### src/design/cwd_defines.svh
`ifndef CWD_DEFINES_SVH
`define CWD_DEFINES_SVH

`define CWD_ADDR_W           16
`define CWD_DATA_W           16
`define CWD_OFF_MULTIPLIER   16'h0400
`define CWD_OFF_LI_TIMER     16'h0410
`define CWD_OFF_SM_TIMER     16'h0420
`define CWD_OFF_STATUS       16'h0440
`define CWD_RST_MULTIPLIER   16'h09c2
`define CWD_RST_SM_TIMER     16'h03e8
`define CWD_RST_LI_TIMER     16'h03e8
`define CWD_STAT_SM_BIT      0
`define CWD_STAT_LI_BIT      1
`define CWD_CLK_PERIOD_PS    25000
`define CWD_BASE_TICK_PS     40000
`define CWD_MULT_OFFSET      2

`endif

### src/design/cwd_pkg.sv
package cwd_pkg;

  typedef enum logic [2:0] {
    CWD_ST_INIT          = 3'b000,
    CWD_ST_PREOP         = 3'b001,
    CWD_ST_SAFEOP        = 3'b010,
    CWD_ST_RUNNING_STATE = 3'b011,
    CWD_ST_BOOT          = 3'b100
  } cwd_comm_state_e;

  typedef struct packed {
    logic        wr;
    logic        rd;
    logic [15:0] addr;
    logic [15:0] wdata;
  } cwd_reg_req_s;

  typedef struct packed {
    logic        rvalid;
    logic [15:0] rdata;
  } cwd_reg_rsp_s;

endpackage

### src/design/cwd_top.sv
`timescale 1ns/1ps
`include "cwd_defines.svh"

// Function
// - Each completed fieldbus process data exchange restarts the sync manager watchdog.
// - Sync manager watchdog triggers after silence longer than its enabled time.
// - A trigger leaves the communication state unchanged, usually running.
// - A triggered sync manager watchdog clears on a new process data access or when its timer is set to zero.
// - Local interface watchdog triggers after local silence longer than its time.
// - A triggered watchdog drives outputs to a preset safe value.
// - One multiplier register at 0x0400 sets the prescaler of both watchdogs.
// - Timers at 0x0410 (local) and 0x0420 (sync manager), combined with multiplier.
// - Watchdog tick is multiplier plus two base ticks of 40 ns.
// - Defaults are multiplier 2498 and timers 1000, giving 100 ms.
// - A zero sync manager timer disables it; outputs are then forced only by the local interface watchdog.
module cwd_top #(
  parameter int                OUT_W      = 8,
  parameter logic [OUT_W-1:0]  SAFE_VALUE = '0
) (
  input  wire logic                     i_clock,
  input  wire logic                     i_rst,
  input  wire cwd_pkg::cwd_reg_req_s    i_reg_req,
  output cwd_pkg::cwd_reg_rsp_s         o_reg_rsp,
  input  wire logic                     i_pd_exchange_done,
  input  wire logic                     i_local_access,
  input  wire cwd_pkg::cwd_comm_state_e i_comm_state,
  output cwd_pkg::cwd_comm_state_e      o_comm_state,
  input  wire logic [OUT_W-1:0]         i_app_outputs,
  output logic [OUT_W-1:0]              o_outputs,
  output logic                          o_sm_expired,
  output logic                          o_li_expired
);

  localparam logic [7:0] BASE_STEP =
    8'(`CWD_CLK_PERIOD_PS / 1000);
  localparam logic [7:0] BASE_MOD  =
    8'(`CWD_BASE_TICK_PS / 1000);

  function automatic logic hit(input logic [15:0] addr, input logic [15:0] off);
    hit = (addr == off);
  endfunction

  logic [15:0]             mult_reg;
  logic [15:0]             mult_next;
  logic [15:0]             li_timer_reg;
  logic [15:0]             li_timer_next;
  logic [15:0]             sm_timer_reg;
  logic [15:0]             sm_timer_next;
  cwd_pkg::cwd_reg_rsp_s   rsp_reg;
  cwd_pkg::cwd_reg_rsp_s   rsp_next;
  logic [7:0]              acc_reg;
  logic [7:0]              acc_next;
  logic                    base_tick_reg;
  logic                    base_tick_next;
  logic                    sm_exp;
  logic                    li_exp;
  logic [OUT_W-1:0]        out_reg;
  logic [OUT_W-1:0]        out_next;
  logic                    sm_flag_reg;
  logic                    li_flag_reg;
  cwd_pkg::cwd_comm_state_e state_reg;

  // Register file
  always_comb begin
    mult_next     = mult_reg;
    li_timer_next = li_timer_reg;
    sm_timer_next = sm_timer_reg;
    rsp_next      = '0;
    if (i_reg_req.wr) begin
      if (hit(i_reg_req.addr, `CWD_OFF_MULTIPLIER)) begin
        mult_next = i_reg_req.wdata;
      end
      if (hit(i_reg_req.addr, `CWD_OFF_LI_TIMER)) begin
        li_timer_next = i_reg_req.wdata;
      end
      if (hit(i_reg_req.addr, `CWD_OFF_SM_TIMER)) begin
        sm_timer_next = i_reg_req.wdata;
      end
    end
    if (i_reg_req.rd) begin
      rsp_next.rvalid = 1'b1;
      if (hit(i_reg_req.addr, `CWD_OFF_MULTIPLIER)) begin
        rsp_next.rdata = mult_reg;
      end else if (hit(i_reg_req.addr, `CWD_OFF_LI_TIMER)) begin
        rsp_next.rdata = li_timer_reg;
      end else if (hit(i_reg_req.addr, `CWD_OFF_SM_TIMER)) begin
        rsp_next.rdata = sm_timer_reg;
      end else if (hit(i_reg_req.addr, `CWD_OFF_STATUS)) begin
        rsp_next.rdata[`CWD_STAT_SM_BIT] = sm_flag_reg;
        rsp_next.rdata[`CWD_STAT_LI_BIT] = li_flag_reg;
      end
    end
  end

  always_ff @(posedge i_clock) begin
    if (i_rst) begin
      mult_reg     <= `CWD_RST_MULTIPLIER;
      li_timer_reg <= `CWD_RST_LI_TIMER;
      sm_timer_reg <= `CWD_RST_SM_TIMER;
      rsp_reg      <= '0;
    end else begin
      mult_reg     <= mult_next;
      li_timer_reg <= li_timer_next;
      sm_timer_reg <= sm_timer_next;
      rsp_reg      <= rsp_next;
    end
  end

  // 25 MHz base tick from the 40 MHz clock: a phase accumulator, so ticks
  // jitter by one clock but the long-run rate is exact
  always_comb begin
    if (acc_reg + BASE_STEP >= BASE_MOD) begin
      acc_next       = acc_reg + BASE_STEP - BASE_MOD;
      base_tick_next = 1'b1;
    end else begin
      acc_next       = acc_reg + BASE_STEP;
      base_tick_next = 1'b0;
    end
  end

  always_ff @(posedge i_clock) begin
    if (i_rst) begin
      acc_reg       <= 8'h00;
      base_tick_reg <= 1'b0;
    end else begin
      acc_reg       <= acc_next;
      base_tick_reg <= base_tick_next;
    end
  end

  cwd_wd_timer u_sm_wd (
    .i_clock      (i_clock),
    .i_rst        (i_rst),
    .i_base_tick  (base_tick_reg),
    .i_multiplier (mult_reg),
    .i_timer      (sm_timer_reg),
    .i_restart    (i_pd_exchange_done),
    .o_expired    (sm_exp)
  );

  cwd_wd_timer u_li_wd (
    .i_clock      (i_clock),
    .i_rst        (i_rst),
    .i_base_tick  (base_tick_reg),
    .i_multiplier (mult_reg),
    .i_timer      (li_timer_reg),
    .i_restart    (i_local_access),
    .o_expired    (li_exp)
  );

  // Safe output gating; the state machine input is only passed along
  always_comb begin
    out_next = (sm_exp || li_exp) ? SAFE_VALUE : i_app_outputs;
  end

  always_ff @(posedge i_clock) begin
    if (i_rst) begin
      out_reg     <= SAFE_VALUE;
      sm_flag_reg <= 1'b0;
      li_flag_reg <= 1'b0;
      state_reg   <= cwd_pkg::CWD_ST_INIT;
    end else begin
      out_reg     <= out_next;
      sm_flag_reg <= sm_exp;
      li_flag_reg <= li_exp;
      state_reg   <= i_comm_state;
    end
  end

  assign o_reg_rsp    = rsp_reg;
  assign o_outputs    = out_reg;
  assign o_sm_expired = sm_flag_reg;
  assign o_li_expired = li_flag_reg;
  assign o_comm_state = state_reg;

  safe_outputs_a: assert property (@(posedge i_clock) disable iff (i_rst)
    (sm_exp || li_exp) |=> (o_outputs == SAFE_VALUE))
    else $error("outputs not forced to safe value");

  pass_through_a: assert property (@(posedge i_clock) disable iff (i_rst)
    (!sm_exp && !li_exp) |=> (o_outputs == $past(i_app_outputs)))
    else $error("outputs not passed while healthy");

  mult_write_a: assert property (@(posedge i_clock) disable iff (i_rst)
    (i_reg_req.wr && i_reg_req.addr == `CWD_OFF_MULTIPLIER)
      |=> (mult_reg == $past(i_reg_req.wdata)))
    else $error("multiplier write lost");

  timer_write_a: assert property (@(posedge i_clock) disable iff (i_rst)
    (i_reg_req.wr && i_reg_req.addr == `CWD_OFF_SM_TIMER)
      |=> (sm_timer_reg == $past(i_reg_req.wdata) && $stable(li_timer_reg)))
    else $error("timer write misrouted");

  reset_values_a: assert property (@(posedge i_clock)
    $past(i_rst) |-> (mult_reg == `CWD_RST_MULTIPLIER && sm_timer_reg == `CWD_RST_SM_TIMER))
    else $error("wrong default watchdog settings");

  base_rate_a: assert property (@(posedge i_clock) disable iff (i_rst)
    (!base_tick_reg [*2]) |=> base_tick_reg)
    else $error("base tick slower than 25 MHz");

  zero_disables_a: assert property (@(posedge i_clock) disable iff (i_rst)
    (sm_timer_reg == 16'h0000 && $past(sm_timer_reg) == 16'h0000) |=> !o_sm_expired)
    else $error("disabled watchdog reported expiry");

  li_write_a: assert property (@(posedge i_clock) disable iff (i_rst)
    (i_reg_req.wr && i_reg_req.addr == `CWD_OFF_LI_TIMER)
      |=> (li_timer_reg == $past(i_reg_req.wdata) && $stable(sm_timer_reg)))
    else $error("local timer write misrouted");

  state_kept_a: assert property (@(posedge i_clock) disable iff (i_rst)
    sm_exp |=> (o_comm_state == $past(i_comm_state)))
    else $error("expiry changed communication state");

  sm_expiry_c: cover property (@(posedge i_clock) disable iff (i_rst)
    $rose(o_sm_expired));
  li_expiry_c: cover property (@(posedge i_clock) disable iff (i_rst)
    $rose(o_li_expired));
  sm_recover_c: cover property (@(posedge i_clock) disable iff (i_rst)
    $fell(o_sm_expired));
  zero_timer_c: cover property (@(posedge i_clock) disable iff (i_rst)
    i_reg_req.wr && i_reg_req.addr == `CWD_OFF_SM_TIMER && i_reg_req.wdata == 16'h0000);

endmodule // cwd_top

### src/design/cwd_wd_timer.sv
`timescale 1ns/1ps
`include "cwd_defines.svh"

module cwd_wd_timer (
  input  wire logic        i_clock,
  input  wire logic        i_rst,
  input  wire logic        i_base_tick,
  input  wire logic [15:0] i_multiplier,
  input  wire logic [15:0] i_timer,
  input  wire logic        i_restart,
  output logic             o_expired
);

  logic [16:0] pre_reg;
  logic [16:0] pre_next;
  logic [15:0] cnt_reg;
  logic [15:0] cnt_next;
  logic        exp_reg;
  logic        exp_next;
  logic [16:0] pre_limit;
  logic        wd_tick;

  // One watchdog tick spans multiplier plus two base ticks
  assign pre_limit = {1'b0, i_multiplier} + 17'(`CWD_MULT_OFFSET - 1);
  assign wd_tick   = i_base_tick && (pre_reg >= pre_limit);

  always_comb begin
    pre_next = pre_reg;
    cnt_next = cnt_reg;
    exp_next = exp_reg;
    if (i_restart) begin
      pre_next = 17'h00000;
      cnt_next = 16'h0000;
      exp_next = 1'b0;
    end else begin
      if (i_base_tick) begin
        pre_next = wd_tick ? 17'h00000 : pre_reg + 17'h00001;
      end
      if (wd_tick && cnt_reg != 16'hffff) begin
        cnt_next = cnt_reg + 16'h0001;
      end
      // Zero timer blocks expiry, so a stale expiry is dropped too; prescaler and counter keep running
      if (i_timer == 16'h0000) begin
        exp_next = 1'b0;
      end else if (cnt_reg >= i_timer) begin
        exp_next = 1'b1;
      end
    end
  end

  always_ff @(posedge i_clock) begin
    if (i_rst) begin
      pre_reg <= 17'h00000;
      cnt_reg <= 16'h0000;
      exp_reg <= 1'b0;
    end else begin
      pre_reg <= pre_next;
      cnt_reg <= cnt_next;
      exp_reg <= exp_next;
    end
  end

  assign o_expired = exp_reg;

  restart_clears_a: assert property (@(posedge i_clock) disable iff (i_rst)
    i_restart |=> (!exp_reg && cnt_reg == 16'h0000 && pre_reg == 17'h00000))
    else $error("restart did not clear watchdog");

  expire_limit_a: assert property (@(posedge i_clock) disable iff (i_rst)
    (!i_restart && i_timer != 16'h0000 && cnt_reg >= i_timer) |=> exp_reg)
    else $error("watchdog failed to expire at limit");

  expired_sticky_a: assert property (@(posedge i_clock) disable iff (i_rst)
    (exp_reg && !i_restart && i_timer != 16'h0000) |=> exp_reg)
    else $error("expiry cleared without an access");

  prescale_wrap_a: assert property (@(posedge i_clock) disable iff (i_rst)
    (wd_tick && !i_restart) |=> (pre_reg == 17'h00000 && cnt_reg != 16'h0000))
    else $error("prescaler did not wrap into a watchdog tick");

endmodule // cwd_wd_timer

### config.mk
export PLATFORM = sky130hd
export DESIGN_NAME = cwd_top
export DESIGN_NICKNAME = d
export VERILOG_FILES = /design/src/design/cwd_pkg.sv /design/src/design/cwd_top.sv /design/src/design/cwd_wd_timer.sv
export VERILOG_INCLUDE_DIRS = /design/src /design/src/design
export SDC_FILE = /design/constraint.sdc
export NUM_CORES = 1
export LEC_CHECK = 0
export BUFFER_PORTS_ARGS = -buffer_cell sky130_fd_sc_hd__buf_2
export CAP_MARGIN = 25
export CORE_MARGIN = 4
export CORE_UTILIZATION = 41
export CTS_CLUSTER_SIZE = 25
export DETAILED_ROUTE_END_ITERATION = 8
export GPL_TIMING_DRIVEN = 0
export PLACE_DENSITY = 0.61
export SYNTH_ARGS = -nofsm -noshare
export SYNTH_HDL_FRONTEND = slang
export SYNTH_SLANG_ARGS = --single-unit
### constraint.sdc
create_clock -name i_clock -period 5.3 [get_ports i_clock]
set_input_delay 0.53 -clock i_clock [delete_from_list [all_inputs] [get_ports i_clock]]
set_output_delay 0.53 -clock i_clock [all_outputs]
set_load 0.1 [all_outputs]
After elaboration in Yosys (flattened, before gate mapping)
Cells that the tools add are included.
- flip-flop bits (word level): 155
- input bits: 49
- output and inout port bits: 30
- logic and storage cells: 62
- add/subtract/negate cells: 7
- order comparisons: 5
- equality and inequality tests: 6
- muxes and demuxes: 10
- bitwise logic cells: 1
- reduce and logical (&&, ||, !) cells: 16
- operators by type and width (cell ; number):
    $eq A16 B11 Y1 const B ; 4
    $mux W17 ; 3
    $add A17 B1 Y17 const B ; 2
    $ge A17 B17 Y1 ; 2
    $add A16 B1 Y16 const B ; 2
    $ge A16 B16 Y1 ; 2
    $logic_not A16 Y1 ; 2
    $mux W16 ; 2
    $ne A16 B16 Y1 const B ; 2
    $add A16 B1 Y17 const B ; 1
    $mux W14 ; 1
    $add A8 B5 Y8 const B ; 1
    $ge A8 B6 Y1 const B ; 1
    $mux W8 ; 1
    $reduce_or A2 Y1 ; 4
    $sub A8 B6 Y8 const B ; 1
    $reduce_and A2 Y1 ; 3
    $reduce_or A3 Y1 ; 2
    $logic_and A1 B1 Y1 ; 4
    $mux W2 ; 2
    $logic_or A1 B1 Y1 ; 1
    $mux W1 ; 1
    $not A1 Y1 ; 1

Logic depth before layout (Yosys ltp)
Gate-level depths: netlist of run 1.
- depth after elaboration: 6
- depth in mapped cells: 17

By module
Synthesis of run 1 repeated with hierarchy kept, for this count alone.
- cells, all modules: 1009
- area total of the unflattened synthesis: 8595.7 um2
- modules (own cells, without submodules) (module ; instances ; cells an instance ; area each (um2)):
    cwd_top ; 1 ; 373 ; 3429.5
    cwd_wd_timer at u_sm_wd ; 1 ; 322 ; 2595.0
    cwd_wd_timer at u_li_wd ; 1 ; 314 ; 2571.2

Worst setup path before layout of run 1
OpenSTA, ideal clock, no wires.
- kind: register to register
- start: reg mult_reg[4]
- end: reg u_sm_wd.cnt_reg[13]
- setup time: 0.059 ns
- arrival: 3.140 ns
- required time: 5.241 ns
- slack: 2.101 ns
- stages on the path, launching flop included: 16
- buffers on the path: 2
- period minus slack after synthesis: 3.199 ns
- cells stage by stage: dfxtp_1 > clkbuf_2 > nand4_4 > nor2_1 > nand4_1 > nor2_1 > nand3_1 > ha_1 > and4_1 > nand2_1 > a2111oi_0 > a31oi_1 > a211o_1 > buf_2 > or4_1 > nand2_1
- cells in the longest elaborated chain, start to end: 4
- ends and longest elaborated chain (element ; line ; text):
    start, declared ; cwd_top.sv:43 ; logic [15:0] mult_reg;
    start signal, assigned ; cwd_top.sv:97 ; mult_reg <= `CWD_RST_MULTIPLIER;
    start signal, assigned ; cwd_top.sv:102 ; mult_reg <= mult_next;
    $add A16 B1 Y17 ; cwd_wd_timer.sv:24 ; assign pre_limit = {1'b0, i_multiplier} + 17'(`CWD_MULT_OFFSET - 1);
    $ge A17 B17 Y1 ; cwd_wd_timer.sv:25 ; assign wd_tick = i_base_tick && (pre_reg >= pre_limit);
    $logic_and A1 B1 Y1 ; cwd_wd_timer.sv:25 ;
    $logic_and A1 B1 Y1 ; cwd_wd_timer.sv:39 ; if (wd_tick && cnt_reg != 16'hffff) begin
    end signal, assigned ; cwd_wd_timer.sv:58 ; cnt_reg <= cnt_next;
    end, declared ; cwd_wd_timer.sv:16 ; logic [15:0] cnt_reg;
Every way passes these cells.
A chain may end at the register's enable or synchronous reset.

Worst setup path in the final report of run 1
- start: reg mult_reg[0]
- end: reg u_sm_wd.cnt_reg[1]
Same word-level chain as after synthesis.

==> results_dict.tcl, run 1 <==
set metrics [dict create \
    routed_via_density 5.33 \
    number_of_unique_standard_cell_types_used_by_synthesis 60 \
    fin_setup_tns_ns 0 \
    clk_latency_ns 0.44 \
    core_area_sq_mm 0.0197 \
    setup.reg_to_reg.worst_slack_ns 1.30 \
    report.final.hold_viol_count 0 \
    max_slew.worst_pin.slew_ns 0.820 \
    timing.max_slew.rel_slack_pct 45.2 \
    hold_path.class "input pin to flop" \
    critical_path.max_fanout 10 \
    synth_area_leaders "sky130_fd_sc_hd__dfxtp_1 38%, sky130_fd_sc_hd__ha_1 11%, sky130_fd_sc_hd__nand2_1 5.6%, sky130_fd_sc_hd__nor2_1 4.8%, sky130_fd_sc_hd__a21oi_1 4.0%" \
    peakVddDrop_v 0.000195 \
    detailedRoute.firstIterationViolations 469 \
    clock_sinks 155 \
    min_period_ns 4.00 \
    tritoncts "built" \
    area_delta_synth_final_pct 16.0 \
    drc 0 \
    post_route_cells_drive_above_1_share_pct 11.6 \
    number_of_global_route_vias_before_repair 6573 \
    die_area_sq_mm 0.0225 \
    clockBufferDepth 2 \
    vias 7212 \
    min_period_over_period_pct 75.5 \
    cts-htree-levels 4 \
    cp.arrival_ns 4.31 \
    run_status "completed" \
    fin_util_pct 48.7 \
    pwr_density_cell_mw_per_mm2 287 \
    drt-wirelength-per-cell_um 16.1 \
    floorplan.die.width_um 150 \
    number_of_nets_at_the_end_of_the_flow 1193 \
    grt_antenna_before_repair 0 \
    drt_first_pass_iters 8 \
    dpl.cell_count 1320 \
    worstHoldEndpoint "o_outputs[2]" \
    p_switching_w 0.000805 \
    cellLeakagePower_nw 4.00 \
    antenna_cells_inserted 0 \
    fmax_ghz 0.250 \
    holdWs_ns 0.286 \
    synth_sequential_area_ratio_pct 37.6 \
    comb_power_share_pct 11.6 \
    drv.max_cap_violation_count 0 \
    route.antenna.remaining_nets 0 \
    synth_nets 1095 \
    clock_power_share_pct 44.1 \
    finish.cell_count_without_fillers 1352 \
    rows 51 \
    io-pin-count 79 \
    postCtsSetupRepairBufs 0 \
    min_delay_path_depth 2 \
    place.gp.congestion 0.897 \
    synth_cells 976 \
    post-dp-hpwl_um 16900 \
    start_util_pct 42.0 \
    rsz0062_at_grt "false" \
    grt_max_degree 19 \
    rr_startpoint "mult_reg[0]" \
    finalSetupViolCount 0 \
    grt_use_total_pct 19.6 \
    ys_dominant_reg_cell "sky130_fd_sc_hd__dfxtp_1" \
    synth.top_cell.area_share_pct 37.6 \
    cts_hold_buffers 0 \
    number_of_enable_type_register_cells_in_the_synthesized_netlist 0 \
    crit-reg2reg-capture "u_sm_wd.cnt_reg[1]" \
    cts-buffers-inserted 17 \
    criticalPathCategory "flop to flop" \
    netlist.top_cell.by_area "sky130_fd_sc_hd__dfxtp_1" \
    ys_seq_elements 155 \
    grt_overflow 0 \
    synthesis_warning_total 0 \
    synth_area_per_cell_sq_um 8.46 \
    async_flop_share_pct 0 \
    sequential_fraction_of_design_power_pct 44.3 \
    finalPower_w 0.00275 \
    port_buffers 78 \
    internal_power_w 0.00194 \
    hold_start "i_app_outputs[2]" \
    timing.clock.skew_ns 0.0118 \
    cp-end-kind "flop" \
    cts_root_buffer "sky130_fd_sc_hd__clkbuf_16" \
    combined_area_of_all_synthesized_cells_sq_mm 0.00826 \
    die-height_um 150 \
    crit_required_ns 5.61 \
    final_max_slew_viol_count 0 \
    clkSlewWorstSetupHoldPaths_ns 0.08 \
    routed_wirelength_um 21800 \
    cts_repair_resize_count 0 \
    sort_of_element_at_the_start_of_the_critical_path "flop" \
    grt_first_pass_wirelength_um 35000 \
    timing.reg2reg.worst_path_depth 14 \
    switching_share_pct 29.3 \
]
critical path, stage by stage, from the launching register on:
cell and delay (ns):
sky130_fd_sc_hd__dfxtp_1 0.49, sky130_fd_sc_hd__ha_1 0.24, sky130_fd_sc_hd__nand3_1 0.22, sky130_fd_sc_hd__nor2_1 0.19
sky130_fd_sc_hd__xnor2_1 0.21, sky130_fd_sc_hd__ha_1 0.32, sky130_fd_sc_hd__a22o_1 0.20, sky130_fd_sc_hd__o41ai_1 0.38
sky130_fd_sc_hd__a2bb2oi_1 0.13, sky130_fd_sc_hd__a31oi_1 0.48, sky130_fd_sc_hd__a211o_1 0.32, sky130_fd_sc_hd__buf_2 0.25
sky130_fd_sc_hd__buf_4 0.21, sky130_fd_sc_hd__mux2i_1 0.19, sky130_fd_sc_hd__nor2_1 0.05
layout make-up:
| class | instances | area, sq um |
|---|---|---|
| clock inverter | 15 | 168 |
| sequential | 155 | 3100 |
| timing repair buffer | 79 | 395 |
| clock buffer | 17 | 425 |
| tap | 265 | 332 |
| buffer | 40 | 160 |
| fill | 1951 | 10100 |
| inverter | 51 | 191 |
| multi-input combinational | 730 | 4800 |
per-stage QoR:
step | worst slack (ns) | cell area [sq um]
floorplan | 2.10 | 8260
global placement | 1.37 | 8980
detailed placement | 1.35 | 8980
CTS | 1.32 | 9580
global route | 0.935 | 9580
finish | 1.30 | 9580
how the worst max path moves through the flow:
stage | startpoint | to
6_report | mult_reg[0] | u_sm_wd.cnt_reg[1]
5_1_grt | mult_reg[5] | u_sm_wd.pre_reg[10]
4_1_cts | mult_reg[0] | u_sm_wd.cnt_reg[1]
3_5_place_dp | mult_reg[5] | u_sm_wd.pre_reg[8]
3_3_place_gp | mult_reg[0] | u_sm_wd.cnt_reg[1]
2_1_floorplan | mult_reg[4] | u_sm_wd.cnt_reg[13]
cell families (layout without fill, tap and decap cells):
| family | after synthesis | after routing | synth area share (%) |
|---|---|---|---|
| simple gates | 411 | 411 | 24.6 |
| compound gates | 171 | 171 | 14.1 |
| flops | 155 | 155 | 37.6 |
| buf+inv | 91 | 202 | 4.26 |
| fa+ha+maj | 70 | 70 | 10.6 |
| xor+xnor | 62 | 62 | 6.91 |
| mux | 16 | 16 | 1.94 |
layout by cell type (no fill, tap or decap), drive strengths merged, types with 9 or more instances in the layout:
cell type,synthesis,layout
nor2,106,106
inv,51,59
mux2i,16,16
nor4,14,14
nor3,11,11
nand3,32,32
nand3b,11,11
dfxtp,155,155
nand4,19,19
and3,21,21
a222oi,16,16
a21o,18,18
a211o,9,9
nand2,124,124
xor2,32,32
and4,11,11
nor2b,11,11
buf,8,87
or3,12,12
o21ai,18,18
xnor2,28,28
and2,18,18
clkbuf,32,49
a21oi,66,66
ha,70,70
power by group through the flow:
stage	sequential (W)	combinational, W	clock [W]
after floorplan	0.00127	0.000200	0
after global placement	0.00124	0.000316	0
after detailed placement	0.00124	0.000319	0
after CTS	0.00122	0.000322	0.00123
after global routing	0.00122	0.000358	0.00129
final	0.00122	0.000319	0.00121
metal layers:
layer / GRT usage (%) / wire length, um
met5: 0 / 0
met4: 4.99 / 295
met3: 4.78 / 1370
met2: 29.7 / 9650
met1: 28.1 / 10500
cells in the mapped netlist, drive strengths merged (3+ instances only):
library cell,number
dfxtp,155
nand2,124
nor2,106
ha,70
a21oi,66
inv,51
clkbuf,32
nand3,32
xor2,32
xnor2,28
and3,21
nand4,19
a21o,18
and2,18
o21ai,18
a222oi,16
mux2i,16
nor4,14
or3,12
and4,11
nand3b,11
nor2b,11
nor3,11
a211o,9
buf,8
o211ai,7
or4,7
a22o,5
nand2b,5
o31ai,5
a21boi,4
or2,4
a41o,3
(Power assumes the default switching activity.)
==> run 2, diff against run 1 <==
- ABC_AREA: default -> 1
- PLACE_DENSITY: 0.61 -> 0.63
- clock period: 5.3 -> 3.5 ns (I/O delays scaled with it)
==> results_dict.tcl, run 2 <==
set metrics [dict create \
    run_status "completed" \
    synth_area_per_cell_sq_um 7.37 \
    final_common_cell "sky130_fd_sc_hd__nand2_1" \
    routed_wirelength_um 24500 \
    synth.top_cells.by_count "210 x sky130_fd_sc_hd__nand2_1, 173 x sky130_fd_sc_hd__inv_1, 155 x sky130_fd_sc_hd__dfxtp_1" \
    crit-reg2reg-capture "u_sm_wd.cnt_reg[14]" \
    cts-buffers-inserted 17 \
    met2_wire_length_um 10600 \
    number_of_enable_type_register_cells_in_the_synthesized_netlist 0 \
    final_max_slew_viol_count 0 \
    setup.reg_to_reg.worst_slack_ns 0.30 \
    final_cell_area_sq_mm 0.0101 \
    cts_root_buffer "sky130_fd_sc_hd__clkbuf_16" \
    grt_first_pass_wirelength_um 39400 \
    clockBufferDepth 2 \
    peakVddDrop_v 0.000342 \
    combined_area_of_all_synthesized_cells_sq_mm 0.00876 \
    clk_latency_ns 0.43 \
    grt_antenna_before_repair 0 \
    crit_required_ns 3.80 \
    number_of_unique_standard_cell_types_used_by_synthesis 44 \
    report.final.hold_viol_count 0 \
    number_of_nets_at_the_end_of_the_flow 1409 \
    cellLeakagePower_nw 4.49 \
    cp.arrival_ns 3.50 \
    timing.max_slew.rel_slack_pct 44.4 \
    num-fill-cells 2042 \
    port_buffers 77 \
    start_util_pct 41.7 \
    antenna_cells_inserted 0 \
    detailedRoute.firstIterationViolations 700 \
    sort_of_element_at_the_start_of_the_critical_path "flop" \
    synth_sequential_area_ratio_pct 35.4 \
    netlist.top_cell.by_area "sky130_fd_sc_hd__dfxtp_1" \
    routed_via_density 5.20 \
    topRoutingLayerUsed "met4" \
    post-synth-top-count-cell "sky130_fd_sc_hd__nand2_1" \
    min_period_over_period_pct 91.6 \
    timing.clock.skew_ns 0.0105 \
    core_area_sq_mm 0.0210 \
    critical_path.max_fanout 10 \
    die_area_sq_mm 0.0238 \
    floorplan.die.width_um 154 \
    hold_path.class "input pin to flop" \
    drc 0 \
    max_slew.worst_pin.slew_ns 0.832 \
    worstHoldEndpoint "o_comm_state[2]" \
    holdWs_ns 0.115 \
    clkSlewWorstSetupHoldPaths_ns 0.07 \
    placement.cell_area_sq_mm 0.00949 \
    hold_start "i_comm_state[2]" \
    fmax_ghz 0.312 \
    met1Wirelength_um 11700 \
    post-dp-hpwl_um 19500 \
    tritoncts "built" \
    grt_max_degree 17 \
    vias 8201 \
    ys_dominant_reg_cell "sky130_fd_sc_hd__dfxtp_1" \
    io-pin-count 79 \
    async_flop_share_pct 0 \
    timing.critical_path.from "mult_reg[1]" \
    drt-wirelength-per-cell_um 15.5 \
    place.gp.congestion 0.958 \
    rr_startpoint "mult_reg[1]" \
    clock_sinks 155 \
    post_route_cells_drive_above_1_share_pct 12.8 \
    pwr_density_cell_mw_per_mm2 417 \
    die-height_um 154 \
    finalSetupViolCount 0 \
    min_period_ns 3.20 \
    synthesis_warning_total 0 \
    mostFrequentLayoutCells "210 x sky130_fd_sc_hd__nand2_1, 172 x sky130_fd_sc_hd__inv_1, 151 x sky130_fd_sc_hd__dfxtp_1, 109 x sky130_fd_sc_hd__nor2_1, 88 x sky130_fd_sc_hd__a21oi_1" \
    cts-htree-levels 4 \
    cts_hold_buffers 0 \
    ys_seq_elements 155 \
    timing.reg2reg.worst_path_depth 22 \
    synth_nets 1307 \
    rows 53 \
    grt_use_total_pct 20.7 \
    drt_first_pass_iters 5 \
    route.antenna.remaining_nets 0 \
    synth_cells 1188 \
    number_of_global_route_vias_before_repair 7596 \
    synth_area_leaders "sky130_fd_sc_hd__dfxtp_1 35%, sky130_fd_sc_hd__ha_1 10%, sky130_fd_sc_hd__nand2_1 9.0%, sky130_fd_sc_hd__inv_1 7.4%, sky130_fd_sc_hd__a21oi_1 5.0%" \
    drv.max_cap_violation_count 0 \
    grt_overflow 0 \
    dpl.cell_count 1540 \
    synth.top_cell.area_share_pct 35.4 \
    cp-end-kind "flop" \
    met3RoutedLength_um 1570 \
    finish.cell_count_without_fillers 1578 \
    criticalPathCategory "flop to flop" \
    min_delay_path_depth 3 \
    area_delta_synth_final_pct 15.6 \
]
[run 2: cell count changes after synthesis, moves of 18 or more]
cell and change:
sky130_fd_sc_hd__nand2_1 +86, sky130_fd_sc_hd__inv_1 +122, sky130_fd_sc_hd__a21o_1 -18, sky130_fd_sc_hd__nand4_1 +38
sky130_fd_sc_hd__nor3_1 +19, sky130_fd_sc_hd__and3_1 -21, sky130_fd_sc_hd__o21ai_0 +38, sky130_fd_sc_hd__nand3_1 +20
sky130_fd_sc_hd__a21oi_1 +22
[run 2: how the worst max path moves through the flow]
stage	endpoint	slack, ns	depth (start not counted)
finish	u_sm_wd.cnt_reg[14]	0.30	22
global route	u_sm_wd.cnt_reg[14]	-0.0004	22
CTS	u_sm_wd.pre_reg[11]	0.01	22
detailed placement	u_sm_wd.pre_reg[13]	0.04	22
global placement	u_sm_wd.pre_reg[2]	0.01	22
floorplan	u_sm_wd.pre_reg[2]	0.69	22
[run 2: worst max-delay path, stage by stage, from the launching register on]
cell and delay [ns]:
sky130_fd_sc_hd__dfxtp_2 0.37, sky130_fd_sc_hd__nand2_1 0.09, sky130_fd_sc_hd__nor2_4 0.12, sky130_fd_sc_hd__inv_1 0.06, sky130_fd_sc_hd__nor2_1 0.12, sky130_fd_sc_hd__nand4_1 0.17
sky130_fd_sc_hd__nor2_2 0.15, sky130_fd_sc_hd__nand3_2 0.10, sky130_fd_sc_hd__nor3_2 0.13, sky130_fd_sc_hd__xor2_1 0.25, sky130_fd_sc_hd__ha_1 0.18, sky130_fd_sc_hd__nand4_1 0.10
sky130_fd_sc_hd__inv_1 0.13, sky130_fd_sc_hd__nand2_1 0.06, sky130_fd_sc_hd__nor3_1 0.14, sky130_fd_sc_hd__nand4_1 0.10, sky130_fd_sc_hd__nor2_1 0.13, sky130_fd_sc_hd__nor2_2 0.06
sky130_fd_sc_hd__nand2_4 0.15, sky130_fd_sc_hd__nand3_4 0.14, sky130_fd_sc_hd__buf_6 0.18, sky130_fd_sc_hd__nand2_1 0.06, sky130_fd_sc_hd__a21oi_1 0.06
[run 2: what timing repair did]
item / in CTS / in global routing
setup buffers: 0 / 6
endpoints found under the hold margin: 0 / 0
endpoints found under the setup margin: 0 / 55
gates resized for setup: 0 / 10
[run 2: per-stage QoR]
stage | TNS (ns) | utilization [%] | worst slack, ns | power (W)
after floorplan | 0 | - | 0.695 | 0.00226
after global placement | 0 | 45.1 | 0.0116 | 0.00244
after detailed placement | 0 | 45.1 | 0.0387 | 0.00245
after CTS | 0 | 47.8 | 0.00994 | 0.00424
after global routing | -0.000371 | 48.2 | -0.000371 | 0.00439
final | 0 | 48.2 | 0.296 | 0.00422
[run 2: kinds of logic (layout without fill, tap and decap cells)]
group	after synthesis	in the layout	synth area share [%]
buf+inv	209	324	9.87
simple gates	511	511	27.4
xor+xnor	50	50	5.00
compound gates	193	193	12.4
flops	155	155	35.4
fa+ha+maj	70	70	10.0
[run 2: cell type report]
class,instances,area (sq um),area share (%)
Buffer,34,208,2.05
Clock buffer,18,429,4.24
Clock inverter,14,136,1.35
Inverter,175,657,6.49
Multi-Input combinational cell,824,4810,47.5
Sequential cell,155,3110,30.7
Tap cell,275,344,3.40
Timing Repair Buffer,83,430,4.25
[run 2: power breakdown]
group | switching (W) | total, W | internal (W) | leakage [nW]
logic | 0.000416 | 0.000584 | 0.000168 | 2.97
clock network | 0.000809 | 0.00180 | 0.000993 | 0.262
registers | 0.0000267 | 0.00183 | 0.00181 | 1.25
[run 2: routing by layer]
| layer | vias up | global-route usage (%) |
|---|---|---|
| met4 | 0 | 7.11 |
| met1 | 3723 | 29.2 |
| met3 | 43 | 4.78 |
| li1 | 4172 | - |
| met2 | 263 | 31.2 |
| met5 | - | 0 |
==> run 3, diff against run 2 <==
- PLACE_DENSITY: 0.63 -> 0.73
==> results_dict.tcl, run 3 (synthesis gave the netlist of run 2 again) <==
set metrics [dict create \
    run_status "completed" \
    crit_required_ns 3.80 \
    clock_sinks 155 \
    clock_power_share_pct 42.8 \
    internal_power_w 0.00303 \
    drv.max_cap_violation_count 0 \
    min_period_ns 3.27 \
    sequential_fraction_of_design_power_pct 43.5 \
    area_delta_synth_final_pct 15.6 \
    detailedRoute.firstIterationViolations 787 \
    setup.reg_to_reg.worst_slack_ns 0.23 \
    min_period_over_period_pct 93.4 \
    topRoutingLayerUsed "met4" \
    sort_of_element_at_the_start_of_the_critical_path "flop" \
    cp_slowest_stage_delay_ns 0.37 \
    grt_antenna_before_repair 1 \
    start_util_pct 41.7 \
    min_delay_path_depth 3 \
    critical_path.max_fanout 10 \
    critical-path-slowest-cell "sky130_fd_sc_hd__dfxtp_2" \
    route.antenna.remaining_nets 0 \
    placement.cell_area_sq_mm 0.00949 \
    p_switching_w 0.00119 \
    drc 0 \
    cts_root_buffer "sky130_fd_sc_hd__clkbuf_16" \
    rows 53 \
    antenna_cells_inserted 0 \
    number_of_nets_at_the_end_of_the_flow 1409 \
    final_cell_area_sq_mm 0.0101 \
    grt_first_pass_wirelength_um 39000 \
    drt-wirelength-per-cell_um 15.3 \
    peakVddDrop_v 0.000314 \
    cts-htree-levels 4 \
    grt_use_total_pct 20.2 \
    number_of_global_route_vias_before_repair 7901 \
    routed_via_density 5.29 \
    post_route_cells_drive_above_1_share_pct 12.8 \
    switching_share_pct 28.1 \
    worstHoldEndpoint "o_comm_state[1]" \
    die_area_sq_mm 0.0238 \
    fmax_ghz 0.306 \
    tritoncts "built" \
    hold_path.class "input pin to flop" \
    core_area_sq_mm 0.0210 \
    rr_startpoint "mult_reg[2]" \
    hold_start "i_comm_state[1]" \
    met1Wirelength_um 10900 \
    clk_latency_ns 0.43 \
    mostFrequentLayoutCells "210 x sky130_fd_sc_hd__nand2_1, 171 x sky130_fd_sc_hd__inv_1, 152 x sky130_fd_sc_hd__dfxtp_1, 108 x sky130_fd_sc_hd__nor2_1, 88 x sky130_fd_sc_hd__a21oi_1" \
    timing.clock.skew_ns 0.00984 \
    clkSlewWorstSetupHoldPaths_ns 0.07 \
    floorplan.die.width_um 154 \
    drt_first_pass_iters 6 \
    crit-reg2reg-capture "u_sm_wd.cnt_reg[14]" \
    cellLeakagePower_nw 4.50 \
    report.final.hold_viol_count 0 \
    pwr_density_cell_mw_per_mm2 417 \
    cp.arrival_ns 3.57 \
    place.gp.congestion 0.969 \
    comb_power_share_pct 13.7 \
    final_max_slew_viol_count 0 \
    final_common_cell "sky130_fd_sc_hd__nand2_1" \
    grt_overflow 0 \
    grt_max_degree 17 \
    vias 8332 \
    post-dp-hpwl_um 18900 \
    finalSetupViolCount 0 \
    die-height_um 154 \
    port_buffers 77 \
    timing.max_slew.rel_slack_pct 43.9 \
    cp-end-kind "flop" \
    routed_wirelength_um 24200 \
    cts-buffers-inserted 17 \
    cp_cell_sequence "nand2_1 -> nor2_4 -> inv_1 -> nor2_2 -> nand4_1 -> nor2_1 -> nand3_2 -> nor3_2 -> xor2_1 -> ha_1 -> nand4_1 -> inv_2 -> nand2_1 -> nor3_1 -> nand4_1 -> nor2_2 -> nor2_2 -> nand2_4 -> nand3_4 -> buf_6 -> nand2_1 -> a21oi_1" \
    criticalPathCategory "flop to flop" \
    io-pin-count 79 \
    clockBufferDepth 2 \
    met2_wire_length_um 10400 \
    finalPower_w 0.00422 \
    timing.reg2reg.worst_path_depth 22 \
    max_slew.worst_pin.slew_ns 0.839 \
    met3RoutedLength_um 2150 \
]
-- run 3: what timing repair did --
item	in CTS	in global routing
resized for setup	2	9
pin swaps	0	5
hold buffers	0	0
endpoints found under the hold margin	0	0
setup buffers	0	6
setup endpoints to repair	10	34
-- run 3: worst max-delay path by stage --
stage,start,to,slack (ns),cells past startpoint
after CTS,mult_reg[0],u_sm_wd.pre_reg[15],0.03,22
after global routing,mult_reg[1],u_sm_wd.cnt_reg[13],-0.005,22
after detailed placement,mult_reg[0],u_sm_wd.pre_reg[15],0.008,22
after floorplan,mult_reg[0],u_sm_wd.pre_reg[2],0.69,22
final,mult_reg[2],u_sm_wd.cnt_reg[14],0.23,22
after global placement,mult_reg[0],u_sm_wd.pre_reg[16],0.03,22
-- run 3: power by group through the flow --
stage / combinational, W / sequential, W / clock, W
finish: 0.000579 / 0.00184 / 0.00181
global route: 0.000630 / 0.00184 / 0.00190
CTS: 0.000574 / 0.00183 / 0.00182
detailed placement: 0.000571 / 0.00187 / 0
global placement: 0.000562 / 0.00187 / 0
floorplan: 0.000341 / 0.00192 / 0
-- run 3: cell type report --
class / count / area (sq um)
fill: 2052 / 10900
multi-input combinational: 824 / 4820
sequential: 155 / 3110
inverter: 175 / 657
clock buffer: 19 / 443
timing repair buffer: 83 / 430
tap: 275 / 344
buffer: 34 / 208
clock inverter: 11 / 121
-- run 3: critical path, delay by kind of cell, from the launching register on --
kind,cells,cell delay [ns]
compound gates,1,0.06
simple gates,16,1.90
xor+xnor,1,0.26
flops,1,0.37
fa+ha+maj,1,0.19
buf+inv,3,0.34
-- run 3: stage by stage --
step                      setup TNS (ns)  utilization, %  instances  hold slack, ns  setup WS (ns)
after floorplan                        0               -       1188           0.429          0.695
after global placement                 0            45.1       1540           0.450         0.0292
after detailed placement               0            45.1       1540           0.457        0.00844
after CTS                              0            47.9       1570           0.117         0.0281
after global routing            -0.00539            48.2       1576           0.131       -0.00539
final                                  0            48.2       1576           0.123          0.229
-- run 3: layer usage --
metal / GRT usage, % / up-vias
met3: 5.21 / 57
met5: 0 / -
met2: 30.8 / 335
li1: - / 4159
met1: 27.6 / 3781
met4: 7.28 / 0
